==> src/core/tstc_pkg.sv <==
// Package with constants for the trigger timestamp capture block
package tstc_pkg;
    localparam int STAMP_WIDTH = 64;
    localparam int HALF_WIDTH  = 32;
    localparam int FIFO_DEPTH  = 16;
    localparam logic [63:0] COUNT_RESET = 64'h0000_0000_0000_0000;
    localparam logic [31:0] HALF_RESET  = 32'h0000_0000;
    localparam logic [63:0] COUNT_STEP  = 64'h0000_0000_0000_0001;
    localparam logic [31:0] HALF_STEP   = 32'h0000_0001;
    localparam logic [2:0]  SYNC_RESET  = 3'h0;
endpackage : tstc_pkg

==> src/core/tstc_capture.sv <==
// Trigger timestamp counter, seconds split and capture FIFO
`timescale 1ns/10ps
module tstc_capture (
    input  wire logic        clk,
    input  wire logic        arst_n,
    input  wire logic        sampleEn,
    input  wire logic        stampReset,
    input  wire logic        trigger,
    input  wire logic        refMode,
    input  wire logic        secPulse,
    input  wire logic        overflowClear,
    output logic      [63:0] stampData,
    output logic             stampValid,
    input  wire logic        stampReady,
    output logic             overflow
);
    typedef struct packed {
        logic [63:0] count;
        logic [2:0]  secSync;
        logic        secLevel;
        logic        overflow;
    } tstc_state_type;
    tstc_state_type st;
    tstc_state_type next_st;
    logic pulseRise;
    logic fifoReady;
    logic pushValid;

    // Rising edge once second and third stages agree
    assign pulseRise = (st.secSync[1] == st.secSync[2]) && st.secSync[2] && !st.secLevel;
    assign pushValid = trigger;

    always_comb begin
        next_st = st;
        next_st.secSync = {st.secSync[1:0], secPulse};
        if (st.secSync[1] == st.secSync[2]) begin
            next_st.secLevel = st.secSync[2];
        end
        if (stampReset) begin
            next_st.count = tstc_pkg::COUNT_RESET;
        end else if (refMode) begin
            if (pulseRise) begin
                next_st.count[tstc_pkg::HALF_WIDTH-1:0] = tstc_pkg::HALF_RESET;
                next_st.count[tstc_pkg::STAMP_WIDTH-1:tstc_pkg::HALF_WIDTH] =
                    st.count[tstc_pkg::STAMP_WIDTH-1:tstc_pkg::HALF_WIDTH]
                    + tstc_pkg::HALF_STEP;
            end else if (sampleEn) begin
                next_st.count[tstc_pkg::HALF_WIDTH-1:0] =
                    st.count[tstc_pkg::HALF_WIDTH-1:0] + tstc_pkg::HALF_STEP;
            end
        end else if (sampleEn) begin
            next_st.count = st.count + tstc_pkg::COUNT_STEP;
        end
        if (pushValid && !fifoReady) begin
            next_st.overflow = 1'b1;
        end else if (overflowClear) begin
            next_st.overflow = 1'b0;
        end
    end

    always_ff @(posedge clk or negedge arst_n) begin
        if (!arst_n) begin
            st.count    <= tstc_pkg::COUNT_RESET;
            st.secSync  <= tstc_pkg::SYNC_RESET;
            st.secLevel <= 1'b0;
            st.overflow <= 1'b0;
        end else begin
            st <= next_st;
        end
    end

    // Capture path never waits for the reader; triggers are dropped while the FIFO is full
    tstc_fifo #(
        .WIDTH (tstc_pkg::STAMP_WIDTH),
        .DEPTH (tstc_pkg::FIFO_DEPTH)
    ) u_fifo (
        .clk      (clk),
        .arst_n   (arst_n),
        .inData   (st.count),
        .inValid  (pushValid),
        .inReady  (fifoReady),
        .outData  (stampData),
        .outValid (stampValid),
        .outReady (stampReady)
    );

    assign overflow = st.overflow;
endmodule : tstc_capture

==> src/core/tstc_fifo.sv <==
// Parameterised FIFO with valid and ready on both sides
`timescale 1ns/10ps
module tstc_fifo #(
    parameter int WIDTH = 64,
    parameter int DEPTH = 16
) (
    input  wire logic             clk,
    input  wire logic             arst_n,
    input  wire logic [WIDTH-1:0] inData,
    input  wire logic             inValid,
    output logic                  inReady,
    output logic      [WIDTH-1:0] outData,
    output logic                  outValid,
    input  wire logic             outReady
);
    localparam int AW = $clog2(DEPTH);
    typedef struct packed {
        logic [AW-1:0] wrPtr;
        logic [AW-1:0] rdPtr;
        logic [AW:0]   count;
    } tstc_fifo_state_type;
    tstc_fifo_state_type st;
    tstc_fifo_state_type next_st;
    logic [WIDTH-1:0] mem [DEPTH];
    logic             doWrite;
    logic             doRead;

    assign inReady  = (st.count != (AW+1)'(DEPTH));
    assign outValid = (st.count != '0);
    assign doWrite  = inValid && inReady;
    assign doRead   = outValid && outReady;
    assign outData  = mem[st.rdPtr];

    always_comb begin
        next_st = st;
        if (doWrite) begin
            next_st.wrPtr = st.wrPtr + AW'(1);
        end
        if (doRead) begin
            next_st.rdPtr = st.rdPtr + AW'(1);
        end
        next_st.count = st.count + (AW+1)'(doWrite) - (AW+1)'(doRead);
    end

    always_ff @(posedge clk or negedge arst_n) begin
        if (!arst_n) begin
            st <= '0;
        end else begin
            st <= next_st;
        end
    end

    always_ff @(posedge clk) begin
        if (doWrite) begin
            mem[st.wrPtr] <= inData;
        end
    end
endmodule : tstc_fifo

==> config.mk <==
export PLATFORM = sky130hd
export DESIGN_NAME = tstc_capture
export DESIGN_NICKNAME = d
export VERILOG_FILES = /design/src/core/tstc_pkg.sv /design/src/core/tstc_capture.sv /design/src/core/tstc_fifo.sv
export SDC_FILE = /design/constraint.sdc
export NUM_CORES = 1
export LEC_CHECK = 0
export ABC_AREA = 1
export BUFFER_PORTS_ARGS = -buffer_cell sky130_fd_sc_hd__buf_2
export CORE_MARGIN = 3
export CORE_UTILIZATION = 30
export CTS_CLUSTER_DIAMETER = 40
export CTS_CLUSTER_SIZE = 10
export DETAILED_ROUTE_END_ITERATION = 8
export HOLD_SLACK_MARGIN = 0.08
export PLACE_DENSITY_LB_ADDON = 0.25
export SETUP_SLACK_MARGIN = 0.02
export SLEW_MARGIN = 20
export SYNTH_ARGS = -nofsm -noshare
export SYNTH_HDL_FRONTEND = slang
export SYNTH_SLANG_ARGS = --single-unit
==> constraint.sdc <==
create_clock -name clk -period 7.56 [get_ports clk]
set_clock_uncertainty 0.2 [all_clocks]
set_input_delay 2.268 -clock clk [delete_from_list [all_inputs] [get_ports clk]]
set_output_delay 2.268 -clock clk [all_outputs]
set_load 0.03 [all_outputs]
Yosys cells after proc, flatten, opt, wreduce, memory -nomap -nowiden
Memory sizes are Yosys's and may differ from the RTL's. Index checks and enable logic that the tools add are counted.

Register bits: 82. Bits in writable memories: 1024. Word-level logic and storage cells: 42. Memories kept: 1.

Add/subtract/negate cells: 7. Equality and inequality tests: 3. Multiplexer cells: 10. Reductions and logical operators: 13.

Memories: u_fifo.mem (words 16, width 64, rd ports 1, clocked after Yosys merged registers in 0, wr ports 1, RTL line tstc_fifo.sv:24) `logic [WIDTH-1:0] mem [DEPTH];`.

Operators with widths (number): $mux W64 (3); $mux W32 (3); $add A32 B1 Y32 const B (2); $add A64 B1 Y64 const B (1); $add A4 B1 Y4 const B (2); $reduce_bool A3 Y1 (2); $add A5 B1 Y5 (1); $logic_and A1 B1 Y1 (5); $ne A5 B5 Y1 const B (1); $reduce_bool A5 Y1 (1); $sub A5 B1 Y5 (1); $mux W1 (4); $reduce_and A2 Y1 (2); $ne A3 B2 Y1 const B (1); $logic_not A1 Y1 (2); $reduce_bool A2 Y1 (1); $eq A1 B1 Y1 (1).

Depth between registers and ports, before layout
Gate-level depths: netlist of run 1.

Depth after elaboration: 6. Depth in mapped cells: 13.

By module
From an unflattened synthesis of run 1, not the netlist that was laid out.

Cell total of the unflattened synthesis: 4746. Area total of the unflattened synthesis: 47948.5 um^2.

Modules (own cells, without submodules): tstc_fifo (times used 1, cells each 4084, area an instance 43446.7 um^2, sequential area each 31074.8 um^2); tstc_capture (times used 1, cells each 662, area an instance 4501.8 um^2, sequential area each 1726.7 um^2).

Worst setup path before layout of run 1
OpenSTA, ideal clock, no wires.

Path kind: input to register. Start point: input port trigger. End point: memory u_fifo.mem[11][0], enable pin. Library setup time: 0.486 ns. Data arrival time: 5.271 ns. Data required time: 6.874 ns. Path slack: 1.602 ns. Stages: 4. Path buffers: 0. Path through: nand2_1 > clkinv_1 > nand2_1 > nor2_1.

Word-level cells in the longest chain between the ends: 3.

Ends and longest elaborated chain: start: declaration (RTL line tstc_capture.sv:8) `input wire logic trigger,`; $logic_and A1 B1 Y1 (RTL line tstc_fifo.sv:30) `assign doWrite = inValid && inReady;`; net u_fifo.doWrite (RTL line tstc_fifo.sv:25) `logic doWrite;`; $mux W1 (RTL line tstc_fifo.sv:54) `if (doWrite) begin`; $mux W1 (implied by the code) (RTL line tstc_fifo.sv:55) `mem[st.wrPtr] <= inData;`; end: declaration (RTL line tstc_fifo.sv:24).

The timed path passes the listed nets, and every way through them passes these cells.

Worst setup path after layout of run 1
Start point: register u_fifo.st[5] (netlist bit). End point: output port stampData[0].

Word-level cells in the longest chain between the ends: 1.

Ends and longest elaborated chain: start: declaration (RTL line tstc_fifo.sv:22) `tstc_fifo_state_type st;`; start signal: assignment (RTL line tstc_fifo.sv:49) `st <= next_st;`; $mem_v2 Z16 W64; end: declaration (RTL line tstc_capture.sv:12) `output logic [63:0] stampData,`.

Every way passes these cells.

==> qor.txt, run 1 <==
PortBufs - 74
Vias per cell - 4.96
Endpoints failing hold - 0
LEAKAGE - 0.0176 uW
CTS Buffer Depth - 3
Pwr/cell area - 399 nW/um^2
Outcome - complete, no violations
Total Routing Usage GR - 15.6%
Seq/Total Area, Yosys - 72.7%
Layout Nets - 3,448
Crit path kind - reg2out
Final setup violation count - 0
DP HPWL - 60.1 mm
Max incr delay on CP - 0.84 ns
Die Height - 394 um
Critical Path AT - 4.04 ns
Critical path peak fanout - 73
Max transition margin - 28.5%
Clk sinks - 1,106
EDFF count, synth - 1,024
Startpoint Class - flip-flop
FFs w/ async S/R, synth - 7.41%
Period utilization - 86.1%
Pin count of the biggest net entering global routing - 169
Tmin final - 6.51 ns
WP data required - 5.09 ns
# rows - 141
Synth Register Bits - 1,106
Peak VDD IR - 375 uV
Die ar. - 155,000 sq um
RSZ-0062 raised after global routing - false
CTS buffer count - 166
Worst path bufs/invs - 3
Synthesized Nets - 3,365
Most used DFF post-synth - edfxtp_1
Critical path, cell by cell - buf_4, buf_4, o21ai_0, o221ai_1, nand3_1, nand2_1, buf_2
Final slew viol count - 0
Post-route cell area - 52,900 sq um
First-pass GRT wire length - 183 mm
GPL Wtd Cong - 0.795
Setup bufs post-CTS - 0
Avg Inst Size Synth - 13.5 sq um
Grt ovf - 0
Setup crit end kind - primary output
CP most frequent cell - buf_4
CP top delay family - buffers and inverters
Worst Hold Class - reg2reg
DIE WIDTH - 394 um
F_max - 154 MHz
Area after DPL - 47,600 sq um
Residual DRC - 0
# IOs - 75
Most frequent cells in the layout - edfxtp_1, nor2_1, o21ai_0
Clock root buffer - clkbuf_16
Initial Utilization - 30.4%
Synth cell types - 46
Share of cells above drive strength 1 - 11.9%
Critical path's slowest cell - buf_4
Final wirelength - 123 mm
DRT antenna net count - 0
H-tree levels - 4
Core ar. - 149,000 sq um
Clk slew on worst S/H paths - 0.05 ns
Setup_tns - 0 ns
Post-Syn Area - 45,100 sq um
Worst Tran Pin Value - 1.07 ns
Commonest non-fill, non-tap cell in the layout - edfxtp_1
Drt wl/cell - 22.0 um
Cell count after synthesis - 3,341
MaxCap Viol Count - 0
Pre-Repair DR Iteration Count - 5
Layout area overhead - 17.3%
Antenna violations before repair - 6
Via count - 27,600
Number of global-route vias before repair - 27,600
Clk Latency, worst-skew pair - 0.77 ns
Warnings from Yosys - 0
Fill cells - 14,400
Post_cts resized - 0
DRT iter0 DRCs - 2,420
Cts hold-fix bufs - 0
CTS tree - done
==> kinds of logic (layout without fill, tap and decap cells) <==
group                      Yosys count  in the layout  synth area share, %
buffers and inverters              314            531                 3.38
DFF                               1106           1106                 72.7
and+or+nand+nor                    987            987                 9.02
xor gates and xnor gates            18             18                0.350
adders and majority gates           15             15                0.433
muxes                              185            185                 4.11
other                                0              2                    0
AOI/OAI and AO/OA                  716            716                 9.99
==> worst paths after layout <==
check	to	slack, ns	start	cells after the start
worst min-delay path	next_st[4]	0.15	next_st[3]	0
max in group asynchronous	st[27]	4.78	arst_n	2
worst max-delay path	stampData[0]	1.05	u_fifo.st[5]	7
worst max register to register	u_fifo.mem[15][12]	4.07	u_fifo.st[3]	8
min in group asynchronous	u_fifo.st[3]	1.36	arst_n	1
worst min register to register	next_st[4]	0.15	next_st[3]	0
==> cell usage after synthesis (3+ instances only) <==
cell type / number / share of area [%]
inv_1: 104 / 0.87
clkbuf_1: 100 / 0.83
buf_2: 49 / 0.54
o211ai_1: 142 / 2.4
mux2i_1: 185 / 4.1
buf_1: 17 / 0.14
nand3_1: 107 / 1.2
buf_8: 4 / 0.13
o21ai_1: 67 / 0.74
o21ai_0: 275 / 3.1
nand2_1: 258 / 2.1
nand2_2: 4 / 0.055
nor2_1: 550 / 4.6
a21oi_1: 30 / 0.33
inv_2: 3 / 0.025
o31ai_1: 3 / 0.050
edfxtp_1: 1024 / 68
nor2_2: 6 / 0.083
buf_6: 28 / 0.70
o21bai_1: 3 / 0.050
ha_1: 14 / 0.39
o22ai_1: 72 / 1.0
nand4_1: 24 / 0.33
nand3_2: 9 / 0.20
a31oi_1: 5 / 0.069
buf_4: 7 / 0.12
nor3_1: 15 / 0.17
dfrtp_1: 82 / 4.5
o221ai_1: 114 / 2.2
xor2_1: 16 / 0.31
==> state kept, by name, summed over array words and instances, names as in the netlist <==
register and cells:
next_st 2, overflow 1, st 66, u_fifo.mem 1024
u_fifo.st 13
==> layout make-up <==
type,count,area (sq um),share of cell area [%]
tap,2002,2500,4.73
clock inverter,97,987,1.87
multi-input combinational,1921,10900,20.6
timing repair buffer,120,931,1.76
antenna,2,5.00,0.00946
inverter,109,427,0.806
clock buffer,205,4350,8.22
sequential,1106,32800,62.0
==> through the flow <==
step	utilization, %	setup slack (ns)	hold slack, ns	instances	power (uW)
after CTS	35.6	0.929	0.155	5560	21500
after floorplan	-	1.60	0.131	3341	12000
after detailed placement	32.0	1.78	0.145	5258	14100
after global routing	35.6	0.751	0.167	5560	22200
after global placement	32.0	1.83	0.146	5258	14000
final	35.6	1.05	0.153	5562	21100
==> where the power goes <==
| part | leakage, uW | switching, uW | internal, uW |
|---|---|---|---|
| clock | 0.00258 | 2830 | 4500 |
| combinational | 0.00476 | 4470 | 1750 |
| sequential | 0.0103 | 312 | 7280 |
==> metal layers <==
metal  GRT usage (%)  vias to the layer above  part of all wire [%]  wire length (um)
li1                -                    12700                     -                 -
met1            21.6                    14100                    46             56900
met2            24.9                      625                    47             57300
met3            2.92                      191                   4.7              5770
met4            4.35                        6                   2.1              2530
met5               0                        -                 0.028                34
No activity file was read; power rests on OpenSTA's default activity.
==> run 2: changes to the inputs <==
Clock period 7.56 ns to 8.35 ns, I/O delays scaled along.
==> run 2 against run 1 <==
  * Setup slack improved by 0.062 ns
  * Sequential power decreased by 9.6%
  * Routed wire length increased by 0.52%
  * Register-to-register slack improved by 0.77 ns
  * Critical endpoint is now stampData[54]
==> qor.txt, run 2 (synthesized netlist as in run 1, its figures left out) <==
Clk slew on worst S/H paths - 0.05 ns (about the same)
Layout area overhead - 16.6%
Initial Utilization - 30.4% (unchanged)
Die ar. - 155,000 sq um (unchanged)
CTS Buffer Depth - 3 (unchanged)
Critical path's slowest cell - dfrtp_4
Critical Path AT - 4.53 ns (+0.49 ns)
Critical path peak fanout - 154 (+110%)
Via count - 27,600 (+0.18%)
CTS buffer count - 158 (-4.8%)
Pin count of the biggest net entering global routing - 165 (-2.4%)
H-tree levels - 4 (unchanged)
Largest register by flop count - u_fifo.mem
Max incr delay on CP - 1.11 ns (+0.27 ns)
Clk Latency, worst-skew pair - 0.77 ns (about the same)
Antenna violations before repair - 4 (-2)
F_max - 138 MHz
Pwr/cell area - 358 nW/um^2 (-10%)
Final wirelength - 123 mm (+0.52%)
Residual DRC - 0 (unchanged)
Max reg flops - 1,024 (unchanged)
Period utilization - 86.7%
Critical path, cell by cell - clkinv_8, buf_12, nor2_1, nor2_1, o21ai_1, o211ai_1, o211ai_1, nand2_1, buf_2
Post-place setup slack - 2.03 ns (+0.244 ns)
Worst Tran Pin Value - 1.22 ns (+0.150 ns)
Max transition margin - 18.5% (-10 points)
Core ar. - 149,000 sq um (unchanged)
Grt ovf - 0 (unchanged)
CTS tree - done
Post_cts resized - 0 (unchanged)
Tmin final - 7.24 ns
WP data required - 5.64 ns (+0.55 ns)
Clk sinks - 1,106 (unchanged)
CP top delay family - buffers and inverters
Setup_tns - 0 ns (unchanged)
GPL Wtd Cong - 0.799 (+0.44%)
Setup bufs post-CTS - 0 (unchanged)
Drt wl/cell - 22.2 um (+0.90%)
Final critical-path setup slack - 1.11 ns (+0.0620 ns)
# rows - 141 (unchanged)
DIE WIDTH - 394 um (unchanged)
Share of cells above drive strength 1 - 11.5% (-0.38 points)
Crit path kind - reg2out
Cts hold-fix bufs - 0 (unchanged)
PortBufs - 74 (unchanged)
MaxCap Viol Count - 0 (unchanged)
Commonest non-fill, non-tap cell in the layout - edfxtp_1
Largest regs - u_fifo.mem: 1024 flops, st: 66 flops, u_fifo.st: 13 flops
Vias per cell - 4.98 (+0.56%)
Setup crit end kind - primary output
Endpoints failing hold - 0 (unchanged)
Final setup violation count - 0 (unchanged)
Die Height - 394 um (unchanged)
Final slew viol count - 0 (unchanged)
Worst Hold Class - reg2reg
RSZ-0062 raised after global routing - false
Peak VDD IR - 332 uV (-12%)
DRT antenna net count - 0 (unchanged)
Worst path bufs/invs - 3 (unchanged)
First-pass GRT wire length - 184 mm (+0.65%)
Total Routing Usage GR - 15.6% (+0.066 points)
DRT iter0 DRCs - 2,475 (+2.3%)
LEAKAGE - 0.0175 uW (-0.60%)
Layout Nets - 3,441 (-0.20%)
Most frequent cells in the layout - edfxtp_1, nor2_1, o21ai_0
# IOs - 75 (unchanged)
Outcome - complete, no violations
Startpoint Class - flip-flop
Pre-Repair DR Iteration Count - 5 (unchanged)
DP HPWL - 62.3 mm (+3.7%)
Clock root buffer - clkbuf_16
Number of global-route vias before repair - 27,400 (-0.81%)
## run 2: path summary, 6_finish.rpt
kind / startpoint / end / slack (ns) / cells past startpoint
max in group asynchronous: arst_n / st[68] / 5.24 / 2
worst max-delay path: u_fifo.st[5] / stampData[54] / 1.11 / 9
worst min-delay path: next_st[3] / next_st[4] / 0.16 / 0
worst min register to register: next_st[3] / next_st[4] / 0.16 / 0
min in group asynchronous: arst_n / next_st[4] / 1.46 / 1
worst max register to register: u_fifo.st[2] / u_fifo.mem[11][58] / 4.84 / 9
## run 2: area by class of cell
cell class | instances | area (sq um)
diodes | 1 | 2.50
clock buffers | 192 | 4230
clock inverters | 89 | 840
fillers | 14400 | 95900
inverters | 109 | 427
multi-input cells | 1921 | 10900
flip-flops and latches | 1106 | 32800
well taps | 2002 | 2500
repair buffers | 121 | 888
## run 2: metrics by stage
stage	instance area, sq um	total power [uW]	utilization, %	hold slack (ns)	instances
finish	52600	18900	35.4	0.159	5541
floorplan	45100	10900	-	0.131	3341
global placement	47500	12800	32.0	0.142	5259
global route	52600	19800	35.4	0.173	5540
detailed placement	47500	12800	32.0	0.148	5259
CTS	52600	19200	35.4	0.157	5540
## run 2: power by group
group,total [uW],switching [uW],internal [uW]
combinational,5670,4090,1580
clock,6320,2480,3840
sequential,6860,262,6590
## run 2: worst register-to-register path: stages, from the launching register on
cell and delay [ns]:
dfrtp_1 0.35, inv_1 0.06, ha_1 0.21, nand4_1 0.13, nand2_1 0.12, clkinv_1 0.15
nand2_1 0.31, nor2_4 0.16, buf_4 0.67, buf_4 0.75
## run 2: routing by layer
layer | global-route usage, % | vias to the layer above | share of wire, %
li1 | - | 12700 | -
met3 | 2.47 | 198 | 5.0
met4 | 4.53 | 2 | 2.1
met5 | 0 | - | 0.011
met1 | 22.2 | 14000 | 47
met2 | 24.7 | 751 | 46
